$ cat config.mk
export PLATFORM = sky130hd
export DESIGN_NAME = xtc_comp
export DESIGN_NICKNAME = d
export VERILOG_FILES = /design/src/inc/xtc_pkg.sv /design/src/rtl/xtc_comp.sv
export VERILOG_INCLUDE_DIRS = /design/src /design/src/inc
export SDC_FILE = /design/constraint.sdc
export NUM_CORES = 1
export LEC_CHECK = 0
export ABC_AREA = 1
export BUFFER_PORTS_ARGS = -buffer_cell sky130_fd_sc_hd__buf_2
export CAP_MARGIN = 20
export CORE_AREA = 10 10 259 187
export DETAILED_ROUTE_END_ITERATION = 7
export DIE_AREA = 0 0 269 197
export HOLD_SLACK_MARGIN = 0.08
export PLACE_DENSITY = 0.55
export SYNTH_ARGS = -nofsm -noshare
export SYNTH_HDL_FRONTEND = slang
export SYNTH_SLANG_ARGS = --single-unit
$ cat constraint.sdc
create_clock -name clk -period 20.7 [get_ports clk]
set_input_delay 0 -clock clk [delete_from_list [all_inputs] [get_ports clk]]
set_output_delay 0 -clock clk [all_outputs]
set_load 0.02 [all_outputs]
$ cat src/inc/xtc_cfg.svh
// register offsets, reset values and fixed figures of the compensation datapath
`ifndef XTC_CFG_SVH
`define XTC_CFG_SVH

// register offsets on the byte register port
`define XTC_TURNOVER_OFS 8'h2c
`define XTC_HOT_COEF_OFS 8'h2d

// reset values
`define XTC_TURNOVER_RST 5'h00
`define XTC_HOT_COEF_RST 7'h00
`define XTC_TEMP_CODE_RST 10'h000

// turnover setting field: sign bit and whole field width (magnitude is bits 3:0)
`define XTC_TURNOVER_SIGN 4
`define XTC_TURNOVER_W 5

// 25.0 degrees in doubled kelvin (2 * 298)
`define XTC_TURNOVER_BASE 10'h254

// practical limits of the temperature code, 446 and 726 decimal
`define XTC_TEMP_MIN 10'h1be
`define XTC_TEMP_MAX 10'h2d6

// digital trim centre value, 16 decimal
`define XTC_DTRIM_CENTRE 6'h10

// curvature divide, 4096 = 2**12
`define XTC_CURVE_SHIFT 12

// temperature code field positions in the two readable bytes
`define XTC_CODE_LOW_MSB 7
`define XTC_CODE_HIGH_LSB 8

`endif

$ cat src/inc/xtc_pkg.sv
// types shared by the compensation datapath
package xtc_pkg;

   // conversion pairing state for the two-sample average
   typedef enum logic [0:0] {
      XTC_WAIT_FIRST,
      XTC_WAIT_SECOND
   } xtc_pair_t;

   typedef logic [9:0] xtc_code_t;
   typedef logic signed [15:0] xtc_corr_t;

endpackage : xtc_pkg

$ cat src/rtl/xtc_comp.sv
// crystal temperature compensation datapath: temperature code and net correction
//
// Behaviour
// - temperature code is a 10-bit value, twice absolute kelvin.
// - low byte holds code 7:0; high byte holds 9:8, upper bits zero.
// - reported code is the average of two consecutive conversions.
// - reported code is held within 446 to 726 decimal.
// - sensing and compensation update only while sense enable is set.
// - net correction is held as twice the total ppm correction.
// - net correction is offset correction plus curvature correction.
// - curvature term is coefficient times squared distance, divided by 4096.
// - cold coefficient below turnover, hot coefficient above it.
// - offset term is twice slope times analog trim minus digital trim less 16.
// - turnover setting counts half degrees up, or down when bit 4 set.
// - turnover resets to zero, takes preset at recall, software may overwrite.
// - hot coefficient is a 7-bit unsigned scaled curvature magnitude.
// - hot coefficient takes its preset at recall, software may overwrite.
`timescale 1ns/100ps
`include "xtc_cfg.svh"

module xtc_comp (
   // clock and reset
   input wire logic clk,
   input wire logic arst_n,
   // byte register port
   input wire logic [7:0] regAddr,
   input wire logic [7:0] regWrData,
   input wire logic regWrEn,
   input wire logic regRdEn,
   output logic [7:0] regRdData,
   // control and power-up recall
   input wire logic tempSenseEnable,
   input wire logic presetLoad,
   input wire logic [4:0] presetTurnover,
   input wire logic [6:0] presetHotCurvature,
   // factory calibration values
   input wire logic [6:0] coldCurvatureCoefficient,
   input wire logic [4:0] factorySlopeSetting,
   input wire logic signed [5:0] analogTrimValue,
   input wire logic [5:0] digitalTrimValue,
   // converter samples from the sensor front end
   input wire logic adcValid,
   input wire logic [9:0] adcCode,
   // results
   output logic [7:0] temperatureCodeLow,
   output logic [7:0] temperatureCodeHigh,
   output logic signed [15:0] netCorrectionValue,
   output logic signed [13:0] initialOffsetCorrection,
   output logic [14:0] thermalCurvatureCorrection,
   output logic codeUpdated
);

   // register state
   logic [4:0] turnoverSetting;
   logic [6:0] hotCurvatureBits;
   xtc_pkg::xtc_code_t temperatureCodeBits;
   xtc_pkg::xtc_code_t firstSample;
   xtc_pkg::xtc_pair_t pairState;
   logic calcPending;

   // combinational terms
   logic [10:0] next_sampleSum;
   xtc_pkg::xtc_code_t next_average;
   xtc_pkg::xtc_code_t next_code;
   logic [9:0] turnoverReference;
   logic signed [11:0] tempDiff;
   logic [9:0] tempDist;
   logic [19:0] distSquared;
   logic [6:0] curvatureCoef;
   logic [26:0] curvatureProduct;
   logic [14:0] next_curvature;
   logic signed [11:0] slopeTrimProduct;
   logic signed [12:0] trimDifference;
   logic signed [13:0] next_offset;
   xtc_pkg::xtc_corr_t next_net;

   // register writes; recall preset wins over a software write in the same cycle
   always_ff @(posedge clk or negedge arst_n) begin
      if (!arst_n) begin
         turnoverSetting <= `XTC_TURNOVER_RST;
         hotCurvatureBits <= `XTC_HOT_COEF_RST;
      end else if (presetLoad) begin
         turnoverSetting <= presetTurnover;
         hotCurvatureBits <= presetHotCurvature;
      end else if (regWrEn) begin
         if (regAddr == `XTC_TURNOVER_OFS) begin
            turnoverSetting <= regWrData[4:0];
         end
         if (regAddr == `XTC_HOT_COEF_OFS) begin
            hotCurvatureBits <= regWrData[6:0];
         end
      end
   end

   // register reads; unused and reserved bits read zero
   always_ff @(posedge clk or negedge arst_n) begin
      if (!arst_n) begin
         regRdData <= 8'h00;
      end else if (regRdEn) begin
         case (regAddr)
            `XTC_TURNOVER_OFS: regRdData <= {3'h0, turnoverSetting};
            `XTC_HOT_COEF_OFS: regRdData <= {1'b0, hotCurvatureBits};
            default: regRdData <= 8'h00;
         endcase
      end
   end

   // two-sample average, clamped to the practical range
   always_comb begin
      next_sampleSum = {1'b0, firstSample} + {1'b0, adcCode};
      next_average = next_sampleSum[10:1];
      if (next_average < `XTC_TEMP_MIN) begin
         next_code = `XTC_TEMP_MIN;
      end else if (next_average > `XTC_TEMP_MAX) begin
         next_code = `XTC_TEMP_MAX;
      end else begin
         next_code = next_average;
      end
   end

   // conversion pairing; dropping sense enable discards a half-built pair
   always_ff @(posedge clk or negedge arst_n) begin
      if (!arst_n) begin
         pairState <= xtc_pkg::XTC_WAIT_FIRST;
         firstSample <= `XTC_TEMP_CODE_RST;
         temperatureCodeBits <= `XTC_TEMP_CODE_RST;
         calcPending <= 1'b0;
      end else if (!tempSenseEnable) begin
         pairState <= xtc_pkg::XTC_WAIT_FIRST;
         calcPending <= 1'b0;
      end else begin
         calcPending <= 1'b0;
         if (adcValid) begin
            case (pairState)
               xtc_pkg::XTC_WAIT_FIRST: begin
                  firstSample <= adcCode;
                  pairState <= xtc_pkg::XTC_WAIT_SECOND;
               end
               xtc_pkg::XTC_WAIT_SECOND: begin
                  temperatureCodeBits <= next_code;
                  calcPending <= 1'b1;
                  pairState <= xtc_pkg::XTC_WAIT_FIRST;
               end
               default: pairState <= xtc_pkg::XTC_WAIT_FIRST;
            endcase
         end
      end
   end

   // turnover reference in doubled kelvin, bit 4 steps downward
   always_comb begin
      if (turnoverSetting[`XTC_TURNOVER_SIGN]) begin
         turnoverReference = `XTC_TURNOVER_BASE - {6'h00, turnoverSetting[3:0]};
      end else begin
         turnoverReference = `XTC_TURNOVER_BASE + {6'h00, turnoverSetting[3:0]};
      end
   end

   // curvature term; the square is exact so only the final divide truncates
   always_comb begin
      tempDiff = $signed({2'b00, temperatureCodeBits}) - $signed({2'b00, turnoverReference});
      if (tempDiff < 0) begin
         tempDist = 10'(-tempDiff);
         curvatureCoef = coldCurvatureCoefficient;
      end else begin
         tempDist = tempDiff[9:0];
         curvatureCoef = hotCurvatureBits;
      end
      distSquared = tempDist * tempDist;
      curvatureProduct = {20'h00000, curvatureCoef} * {7'h00, distSquared};
      next_curvature = curvatureProduct[26:`XTC_CURVE_SHIFT];
   end

   // offset term from factory slope and trims, already doubled
   always_comb begin
      slopeTrimProduct = $signed({7'h00, factorySlopeSetting}) * 12'(analogTrimValue);
      trimDifference = 13'(slopeTrimProduct)
         - ($signed({7'h00, digitalTrimValue}) - $signed({7'h00, `XTC_DTRIM_CENTRE}));
      next_offset = {trimDifference, 1'b0};
      next_net = 16'(next_offset) + $signed({1'b0, next_curvature});
   end

   // results register one cycle after a new code, only while sensing runs
   always_ff @(posedge clk or negedge arst_n) begin
      if (!arst_n) begin
         initialOffsetCorrection <= 14'sh0000;
         thermalCurvatureCorrection <= 15'h0000;
         netCorrectionValue <= 16'sh0000;
         codeUpdated <= 1'b0;
      end else begin
         codeUpdated <= calcPending;
         if (calcPending && tempSenseEnable) begin
            initialOffsetCorrection <= next_offset;
            thermalCurvatureCorrection <= next_curvature;
            netCorrectionValue <= next_net;
         end
      end
   end

   // readable code bytes, high byte zero above bit 1
   always_ff @(posedge clk or negedge arst_n) begin
      if (!arst_n) begin
         temperatureCodeLow <= 8'h00;
         temperatureCodeHigh <= 8'h00;
      end else begin
         temperatureCodeLow <= temperatureCodeBits[`XTC_CODE_LOW_MSB:0];
         temperatureCodeHigh <= {6'h00, temperatureCodeBits[9:`XTC_CODE_HIGH_LSB]};
      end
   end

endmodule : xtc_comp

==> out/metrics.json, run 1 <==
{
  "route": {
    "drt_iter0_drc": 666,
    "wirelength_um": 39400,
    "wire_per_inst_um": 14.9,
    "detail_route.vias_per_cell": 4.68,
    "vias": 12400,
    "drc": 0,
    "drt.antenna.violating_nets": 0,
    "detail_route.first_pass.iterations": 5
  },
  "clock_tree": {
    "cts_buffer_depth": 2,
    "tritoncts_num_sinks": 95,
    "clock_insertion_delay_at_the_later_pin_of_the_skew_report_ns": 0.38,
    "cts_made_buffers": 9,
    "cts.clk_slew.worst_paths_ns": 0.08,
    "ctsRootBufferMaster": "clkbuf_16",
    "tritoncts": "done",
    "htree_num_levels": 3
  },
  "cells_and_area": {
    "layout.filler_cells": 4546,
    "layout-drive-gt1-share_pct": 11.0,
    "final_nets": 2426,
    "flow.area_growth_from_synthesis_pct": 14.6
  },
  "floorplanning": {
    "ios": 139,
    "die_height_um": 197,
    "starting_density_of_the_core_pct": 32.8,
    "dieArea_um2": 53000,
    "die_x_um": 269,
    "num_rows": 64,
    "placeableCoreArea_um2": 43300
  },
  "place": {
    "place.detailed.hpwl_um": 33600,
    "globalplace.congestion": 0.898,
    "port-buffer-count": 129
  },
  "sta": {
    "final_period_util_pct": 65.7,
    "worst_max_slew_pin_slew_ns": 0.966,
    "finalMaxSlewViolations": 0,
    "slew_headroom_pct": 35.1,
    "report.final.hold_viol_count": 0,
    "min_period_ns": 13.59,
    "rsz_0062_raised_after_global_routing": "no",
    "fmax_mhz": 73.6,
    "fin_worst_skew_ns": 0.0101,
    "setup_violations": 0,
    "fin_tns_setup_ns": 0
  },
  "yosys": {
    "synthFlopType": "dfrtp_1",
    "synth.cell_area_um2": 14200,
    "synth_seq_area_share_pct": 16.7,
    "yosysWarnings": 0,
    "count_of_flip_flops_with_a_built_in_enable_after_synthesis": 0,
    "yosys.cell_count.top_type": "nand2_1",
    "synth_top_area_cell": "fa_1",
    "proportion_of_register_bits_with_asynchronous_set_or_reset_after_synthesis_pct": 100,
    "syn-instance-count": 1873,
    "ys_top_cells_by_area": "fa_1, dfrtp_1, ha_1",
    "post_synthesis_area_per_instance_um2": 7.58,
    "netlist_top_cells_count": "nand2_1, inv_1, nor2_1",
    "number_of_distinct_standard_cells_referenced_by_the_synthesized_netlist": 51,
    "post_synth_top_area_share_pct": 21.9,
    "total_of_flip_flops_plus_latches_after_synthesis": 95
  },
  "setup_path": {
    "rr_worst_depth": 53,
    "timing.critical_path.from": "turnoverSetting[0]",
    "setup.worst_path.end": "netCorrectionValue[15]",
    "worst_path_largest_cell_delay_ns": 0.72,
    "cp_slowest_cell": "xnor2_1",
    "reg2reg_slack_ns": 7.11,
    "crit_arrival_ns": 13.84,
    "timing.rr.start": "turnoverSetting[0]",
    "timing.critical_path.max_delay_family": "adder cells",
    "timing.critical_path.from_type": "flip-flop",
    "crit-reg2reg-capture": "netCorrectionValue[15]",
    "critical_path.max_fanout": 18,
    "cp_num_cells": 53,
    "critical_path_buffer_and_inverter_count": 10,
    "cp_data_required_time_ns": 20.95,
    "crit_path_end_kind": "flip-flop",
    "timing.setup.critical_path_class": "reg -> reg"
  },
  "global_routing": {
    "initial_antenna_violation_count": 4,
    "grt_pass1_vias": 12800,
    "grt_start_max_net_pins": 69,
    "grt_overflow": 0,
    "grt_pass1_wl_um": 66400,
    "gr-usage-all-layers_pct": 15.5
  },
  "job": {
    "drv_cap": 0
  },
  "worst_hold_path": {
    "hold_path.class": "in -> async"
  },
  "outcome": {
    "outcome": "complete, no violations"
  }
}
==> final cells by class <==
| type | instances | area, µm² | area share [%] |
|---|---|---|---|
| Multi-Input combinational cell | 1377 | 10300 | 63.1 |
| Inverter | 375 | 1410 | 8.65 |
| Clock inverter | 7 | 66.3 | 0.407 |
| Antenna cell | 3 | 7.51 | 0.0461 |
| Timing Repair Buffer | 185 | 1180 | 7.26 |
| Sequential cell | 95 | 2380 | 14.6 |
| Clock buffer | 9 | 225 | 1.38 |
| Tap cell | 594 | 743 | 4.57 |
==> routing by layer <==
layer | track usage [%] | share of wire (%) | up-vias
met4 | 2.62 | 0.89 | 2
met5 | 0 | 0.033 | -
met3 | 3.89 | 6.3 | 25
met1 | 22.3 | 50 | 5954
met2 | 23.3 | 42 | 236
li1 | - | - | 6161
==> how the worst min path moves through the flow <==
stage                       from                          to  slack, ns  cells after the start
final                     arst_n  initialOffsetCorrection[6]       0.08                      2
after global routing      arst_n  initialOffsetCorrection[6]       0.15                      2
after CTS                 arst_n  initialOffsetCorrection[6]       0.09                      2
after detailed placement  arst_n  initialOffsetCorrection[6]      -0.03                      1
after global placement    arst_n  initialOffsetCorrection[6]      -0.04                      1
after floorplan           arst_n                 calcPending      -0.30                      0
==> metrics by stage <==
stage / std cells / cell area, µm² / hold slack (ns) / worst slack (ns) / utilization (%)
2_1_floorplan: 1880 / 14200 / -0.296 / 9.30 / -
3_3_place_gp: 2580 / 15500 / -0.0414 / 7.12 / 35.8
3_5_place_dp: 2580 / 15500 / -0.0332 / 6.97 / 35.8
4_1_cts: 2641 / 16300 / 0.0861 / 6.90 / 37.5
5_1_grt: 2644 / 16300 / 0.151 / 6.02 / 37.6
6_report: 2645 / 16300 / 0.0773 / 7.11 / 37.6
==> cells by family (layout without fill, tap and decap cells) <==
kind of cell	count (synthesis)	in the layout	share of synthesized area, %
mux	11	11	0.864
simple gates	802	802	23.9
fa+ha+maj	314	314	35.9
other cells	1	11	0.0264
buf+inv	408	576	11.1
flops	95	95	16.7
xor+xnor	56	56	3.67
compound gates	186	186	7.76
==> registers in the layout, summed over array words and instances (netlist names) <==
| register | cells |
|---|---|
| netCorrectionValue | 16 |
| thermalCurvatureCorrection | 14 |
| initialOffsetCorrection | 13 |
| firstSample | 10 |
| temperatureCodeBits | 10 |
| temperatureCodeLow | 8 |
| hotCurvatureBits | 7 |
| regRdData | 7 |
| turnoverSetting | 5 |
| temperatureCodeHigh | 2 |
| calcPending | 1 |
| codeUpdated | 1 |
| pairState | 1 |
==> cells in the final DEF, fill, tap and decap left out, drive strengths merged, types with 5 or more instances in the layout <==
cell	synthesis	layout
nand2	455	455
inv	373	375
nor2	188	188
ha	159	159
fa	155	155
buf	19	140
dfrtp	95	95
nand3	91	91
a21oi	67	67
o21ai	55	55
dlygate4sd3	0	45
xor2	35	35
xnor2	21	21
or2	20	20
a31oi	19	19
nand4	18	18
nor3	14	14
mux2	10	10
o21bai	9	9
clkbuf	14	9
nand3b	9	9
o211ai	8	8
conb	1	8
clkinv	2	6
o22ai	5	5
a21boi	5	5
==> repair_timing <==
item,CTS,global route
hold endpoints to repair,59,0
setup buffers,0,0
gates resized for setup,0,0
hold buffers,45,0
Power of run 1 is left out: the tool's default activity adds up to more than one toggle a clock period on the data nets, which glitch-free logic cannot reach.
==> run 2, diff against run 1 <==
--- a/config.mk
+++ b/config.mk
@@ -13,7 +13,7 @@
 export DETAILED_ROUTE_END_ITERATION = 7
 export DIE_AREA = 0 0 269 197
 export HOLD_SLACK_MARGIN = 0.08
-export PLACE_DENSITY = 0.55
+export PLACE_DENSITY = 0.57
 export SYNTH_ARGS = -nofsm -noshare
 export SYNTH_HDL_FRONTEND = slang
 export SYNTH_SLANG_ARGS = --single-unit
==> constraint.sdc (replaced) <==
create_clock -name clk -period 12.3 [get_ports clk]
set_input_delay 0 -clock clk [delete_from_list [all_inputs] [get_ports clk]]
set_output_delay 0 -clock clk [all_outputs]
set_load 0.02 [all_outputs]
==> out/metrics.json, run 2 (synthesis results as in run 1) <==
{
  "route": {
    "detail_route.vias_per_cell": 4.67,
    "drt.antenna.violating_nets": 0,
    "wire_per_inst_um": 15.0,
    "vias": 13000,
    "drc": 0,
    "detail_route.first_pass.iterations": 5,
    "drt_iter0_drc": 825,
    "wirelength_um": 41700
  },
  "global_routing": {
    "grt_pass1_wl_um": 68600,
    "grt_start_max_net_pins": 58,
    "grt_overflow": 0,
    "gr-usage-all-layers_pct": 16.0,
    "grt_pass1_vias": 13100,
    "initial_antenna_violation_count": 1
  },
  "place": {
    "place.detailed.hpwl_um": 34700,
    "globalplace.congestion": 0.910,
    "port-buffer-count": 129,
    "place_ws_ns": -0.00547
  },
  "sta": {
    "fin_worst_skew_ns": 0.00872,
    "rsz_0062_raised_after_global_routing": "yes",
    "final_period_util_pct": 95.6,
    "slew_headroom_pct": 49.6,
    "finalMaxSlewViolations": 0,
    "report.final.hold_viol_count": 0,
    "fmax_mhz": 85.1,
    "min_period_ns": 11.75,
    "post-route-worst-setup-slack_ns": 0.547,
    "setup_violations": 0,
    "worst_max_slew_pin_slew_ns": 0.756
  },
  "setup_path": {
    "timing.setup.critical_path_class": "reg -> reg",
    "critical_path.max_fanout": 6,
    "cp_slowest_cell": "fa_1",
    "timing.critical_path.from_type": "flip-flop",
    "cp_data_required_time_ns": 12.57,
    "worst_path_largest_cell_delay_ns": 0.55,
    "crit_arrival_ns": 12.02,
    "crit_path_end_kind": "flip-flop",
    "cpMostUsedCell": "fa_1"
  },
  "job": {
    "drv_cap": 0
  },
  "floorplanning": {
    "ios": 139,
    "num_rows": 64,
    "starting_density_of_the_core_pct": 32.8,
    "placeableCoreArea_um2": 43300,
    "die_x_um": 269,
    "dieArea_um2": 53000,
    "die_height_um": 197
  },
  "clock_tree": {
    "tritoncts_num_sinks": 95,
    "clock_insertion_delay_at_the_later_pin_of_the_skew_report_ns": 0.38,
    "cts.clk_slew.worst_paths_ns": 0.08,
    "cts_buffer_depth": 2,
    "cts_made_buffers": 9,
    "htree_num_levels": 3,
    "ctsRootBufferMaster": "clkbuf_16",
    "tritoncts": "done"
  },
  "cells_and_area": {
    "largest_register": "netCorrectionValue",
    "flow.area_growth_from_synthesis_pct": 27.5,
    "largest_reg_flops": 16,
    "layout.filler_cells": 4398,
    "mostFrequentLayoutCell": "nand2_1",
    "final_nets": 2565,
    "layout-drive-gt1-share_pct": 22.6,
    "layout_top_registers": "netCorrectionValue: 16 flops, thermalCurvatureCorrection: 14 flops, initialOffsetCorrection: 13 flops",
    "mostFrequentLayoutCells": "nand2_1, inv_1, nor2_1"
  },
  "outcome": {
    "outcome": "complete, no violations"
  },
  "worst_hold_path": {
    "hold_path.class": "in -> reg"
  }
}
[run 2: cell count changes in the layout (fill, tap and decap cells not counted), moves of 20 or more]
cell     before  now
a21oi_1      67   42
a21oi_2       0   24
buf_4        12  147
ha_1        159  139
nor2_1      186  158
nor2_2        2   22
[run 2: per-stage QoR]
step | instance area (µm²) | hold slack, ns | util, % | setup TNS, ns | cells
after floorplan | 14200 | -0.296 | - | 0 | 1880
after global placement | 16400 | 0.0186 | 37.9 | 0 | 2696
after detailed placement | 16400 | 0.0185 | 37.9 | -0.00547 | 2696
after CTS | 17200 | 0.107 | 39.7 | 0 | 2759
after global routing | 18100 | 0.170 | 41.8 | -0.286 | 2781
final | 18100 | 0.120 | 41.8 | 0 | 2782
[run 2: timing repair]
action | CTS | global route
endpoints found under the setup margin | 6 | 14
setup buffers | 0 | 22
pin swaps | 0 | 44
hold buffers | 47 | 0
gates cloned | 0 | 0
resized for setup | 5 | 155
endpoints found under the hold margin | 70 | 0
[run 2: worst paths after layout]
check                                        from                    endpoint  slack (ns)  cells after the start
hold reg to reg            temperatureCodeBits[0]       temperatureCodeLow[0]        0.38                      0
max in group asynchronous                  arst_n       temperatureCodeLow[3]       11.00                      3
setup / recovery               turnoverSetting[0]      netCorrectionValue[14]        0.55                     61
hold / removal                            regWrEn          turnoverSetting[4]        0.12                      4
min in group asynchronous                  arst_n  initialOffsetCorrection[3]        0.13                      2
setup reg to reg               turnoverSetting[0]      netCorrectionValue[14]        0.55                     61
[run 2: routing by layer]
| metal | global-route usage [%] | wire length [µm] | part of all wire, % | up-vias |
|---|---|---|---|---|
| li1 | - | - | - | 6423 |
| met1 | 23.7 | 20800 | 50 | 6286 |
| met2 | 23.7 | 17900 | 43 | 253 |
| met3 | 3.67 | 2560 | 6.1 | 19 |
| met4 | 2.57 | 377 | 0.90 | 0 |
| met5 | 0 | 0 | 0 | - |
[run 2: area by class of cell]
type / instances / area (µm²) / share of cell area, %
Multi-Input combinational cell: 1377 / 11000 / 60.9
Sequential cell: 95 / 2380 / 13.1
Timing Repair Buffer: 324 / 2250 / 12.4
Inverter: 375 / 1410 / 7.79
Tap cell: 594 / 743 / 4.10
Clock buffer: 9 / 225 / 1.24
Clock inverter: 7 / 66.3 / 0.366
Antenna cell: 1 / 2.50 / 0.0138
[run 2: worst max-delay path, delay by kind of cell (launching register included)]
kind,cells,cell delay (ns)
adders and majority gates,13,5.79
DFF,1,0.41
buffers and inverters,14,1.57
muxes,1,0.11
xor gates and xnor gates,3,0.51
and+or+nand+nor,20,1.75
AOI/OAI and AO/OA,10,1.49
Power of run 2 is left out for the same reason.
==> run 3, diff against run 2 <==
--- a/config.mk
+++ b/config.mk
@@ -9,11 +9,13 @@
 export ABC_AREA = 1
 export BUFFER_PORTS_ARGS = -buffer_cell sky130_fd_sc_hd__buf_2
 export CAP_MARGIN = 20
+export CELL_PAD_IN_SITES_DETAIL_PLACEMENT = 0
+export CELL_PAD_IN_SITES_GLOBAL_PLACEMENT = 1
 export CORE_AREA = 10 10 259 187
 export DETAILED_ROUTE_END_ITERATION = 7
 export DIE_AREA = 0 0 269 197
 export HOLD_SLACK_MARGIN = 0.08
-export PLACE_DENSITY = 0.57
+export PLACE_DENSITY = 0.71
 export SYNTH_ARGS = -nofsm -noshare
 export SYNTH_HDL_FRONTEND = slang
 export SYNTH_SLANG_ARGS = --single-unit
==> out/metrics.json, run 3 (synthesis results as in run 1) <==
{
  "outcome": {
    "outcome": "complete, no violations"
  },
  "global_routing": {
    "grt_start_max_net_pins": 63,
    "grt_overflow": 0,
    "grt_pass1_wl_um": 68700,
    "initial_antenna_violation_count": 0,
    "gr-usage-all-layers_pct": 16.0,
    "global_route.usage.met1_pct": 23.9,
    "gr-usage-met2_pct": 23.9,
    "grt_pass1_vias": 13300,
    "globalRoute.busiestLayer": "met2",
    "grtUsageMet3_pct": 2.94
  },
  "clock_tree": {
    "tritoncts_num_sinks": 95,
    "cts_buffer_depth": 2,
    "ctsRootBufferMaster": "clkbuf_16",
    "cts_made_buffers": 9,
    "htree_num_levels": 3,
    "tritoncts": "done",
    "clock_insertion_delay_at_the_later_pin_of_the_skew_report_ns": 0.38,
    "cts.clk_slew.worst_paths_ns": 0.07
  },
  "sta": {
    "fin_worst_skew_ns": 0.0112,
    "min_period_ns": 11.82,
    "report.final.hold_viol_count": 0,
    "fmax_mhz": 84.6,
    "setup_violations": 0,
    "rsz_0062_raised_after_global_routing": "yes",
    "final_period_util_pct": 96.1,
    "worst_max_slew_pin_slew_ns": 0.813,
    "slew_headroom_pct": 45.8,
    "fin_tns_setup_ns": 0,
    "finalMaxSlewViolations": 0
  },
  "job": {
    "drv_cap": 0
  },
  "floorplanning": {
    "dieArea_um2": 53000,
    "die_height_um": 197,
    "num_rows": 64,
    "die_x_um": 269,
    "placeableCoreArea_um2": 43300,
    "ios": 139,
    "starting_density_of_the_core_pct": 32.8
  },
  "cells_and_area": {
    "mostFrequentLayoutCells": "nand2_1, inv_1, nor2_1",
    "largest_register": "netCorrectionValue",
    "flow.area_growth_from_synthesis_pct": 26.9,
    "layout_top_registers": "netCorrectionValue: 16 flops, thermalCurvatureCorrection: 14 flops, initialOffsetCorrection: 13 flops",
    "layout-drive-gt1-share_pct": 22.1,
    "antenna_cells_inserted": 0,
    "final_nets": 2549,
    "largest_reg_flops": 16,
    "mostFrequentLayoutCell": "nand2_1"
  },
  "setup_path": {
    "worst_path_largest_cell_delay_ns": 0.58,
    "crit_arrival_ns": 12.08,
    "cpMostUsedCell": "fa_1",
    "timing.critical_path.max_delay_family": "adder cells",
    "cp_slowest_cell": "fa_1",
    "timing.critical_path.from_type": "flip-flop",
    "cp_data_required_time_ns": 12.57,
    "crit_path_end_kind": "flip-flop",
    "critical_path.max_fanout": 6,
    "timing.setup.critical_path_class": "reg -> reg",
    "critical_path_buffer_and_inverter_count": 14
  },
  "route": {
    "drc": 0,
    "detail_route.first_pass.iterations": 5,
    "vias": 12900,
    "wire_per_inst_um": 15.0,
    "drt_iter0_drc": 713,
    "wirelength_um": 41500,
    "detail_route.vias_per_cell": 4.65,
    "drt.antenna.violating_nets": 0
  },
  "place": {
    "port-buffer-count": 129,
    "place.detailed.hpwl_um": 35100,
    "globalplace.congestion": 0.882
  },
  "worst_hold_path": {
    "hold_path.class": "in -> reg"
  }
}
[run 3: cell types whose count changed in the layout (fill, tap and decap cells not counted), sizes merged]
cell	before	now
clkinv	6	5
clkbuf	9	10
buf	277	261
inv	374	372
diode	1	0
bufinv	0	1
[run 3: repair_timing]
item	4_1_cts	5_1_grt
pin swaps	0	57
endpoints found under the setup margin	2	14
setup buffers	0	28
gates resized for setup	1	162
hold buffers	47	0
gates cloned	0	0
endpoints found under the hold margin	65	0
[run 3: worst paths after layout]
check                                       startpoint                endpoint  slack [ns]  cells past startpoint
worst max-delay path                turnoverSetting[0]  netCorrectionValue[15]        0.48                     59
worst min-delay path                           regWrEn      turnoverSetting[4]         0.1                      4
worst max register to register      turnoverSetting[0]  netCorrectionValue[15]        0.48                     59
worst min register to register  temperatureCodeBits[0]   temperatureCodeLow[0]        0.39                      0
max in group asynchronous                       arst_n  temperatureCodeBits[2]       10.96                      3
min in group asynchronous                       arst_n   netCorrectionValue[6]        0.15                      2
[run 3: final cells by class]
| cell class | count | area [µm²] |
|---|---|---|
| fill | 4512 | 25300 |
| multi-input combinational | 1377 | 11100 |
| sequential | 95 | 2380 |
| timing repair buffer | 308 | 2130 |
| inverter | 375 | 1420 |
| tap | 594 | 743 |
| clock buffer | 10 | 239 |
| clock inverter | 5 | 57.6 |
[run 3: routing by layer]
| metal | routed length, µm | vias to the layer above |
|---|---|---|
| met2 | 17700 | 224 |
| met5 | 0 | - |
| met4 | 295 | 0 |
| met1 | 21500 | 6224 |
| met3 | 1960 | 20 |
| li1 | - | 6398 |
[run 3: stage by stage]
stage                     cell area, µm²  worst slack, ns  std cells  hold slack [ns]  utilization (%)
after floorplan                    14200            0.900       1880           -0.296                -
after global placement             16200            0.179       2674          -0.0142             37.5
after detailed placement           16200           0.0336       2674         -0.00118             37.5
after CTS                          17000           0.0139       2736           0.0805             39.3
after global routing               18000           -0.112       2764            0.187             41.6
final                              18000            0.482       2764           0.0969             41.6
[run 3: worst reg2reg max path: cells and delay by family, from the launching register on]
| kind | cells | cell delay, ns |
|---|---|---|
| xor+xnor | 3 | 0.58 |
| simple gates | 20 | 2.33 |
| flops | 1 | 0.42 |
| fa+ha+maj | 14 | 5.77 |
| compound gates | 8 | 1.20 |
| buf+inv | 14 | 1.39 |
Power of run 3 is left out for the same reason.
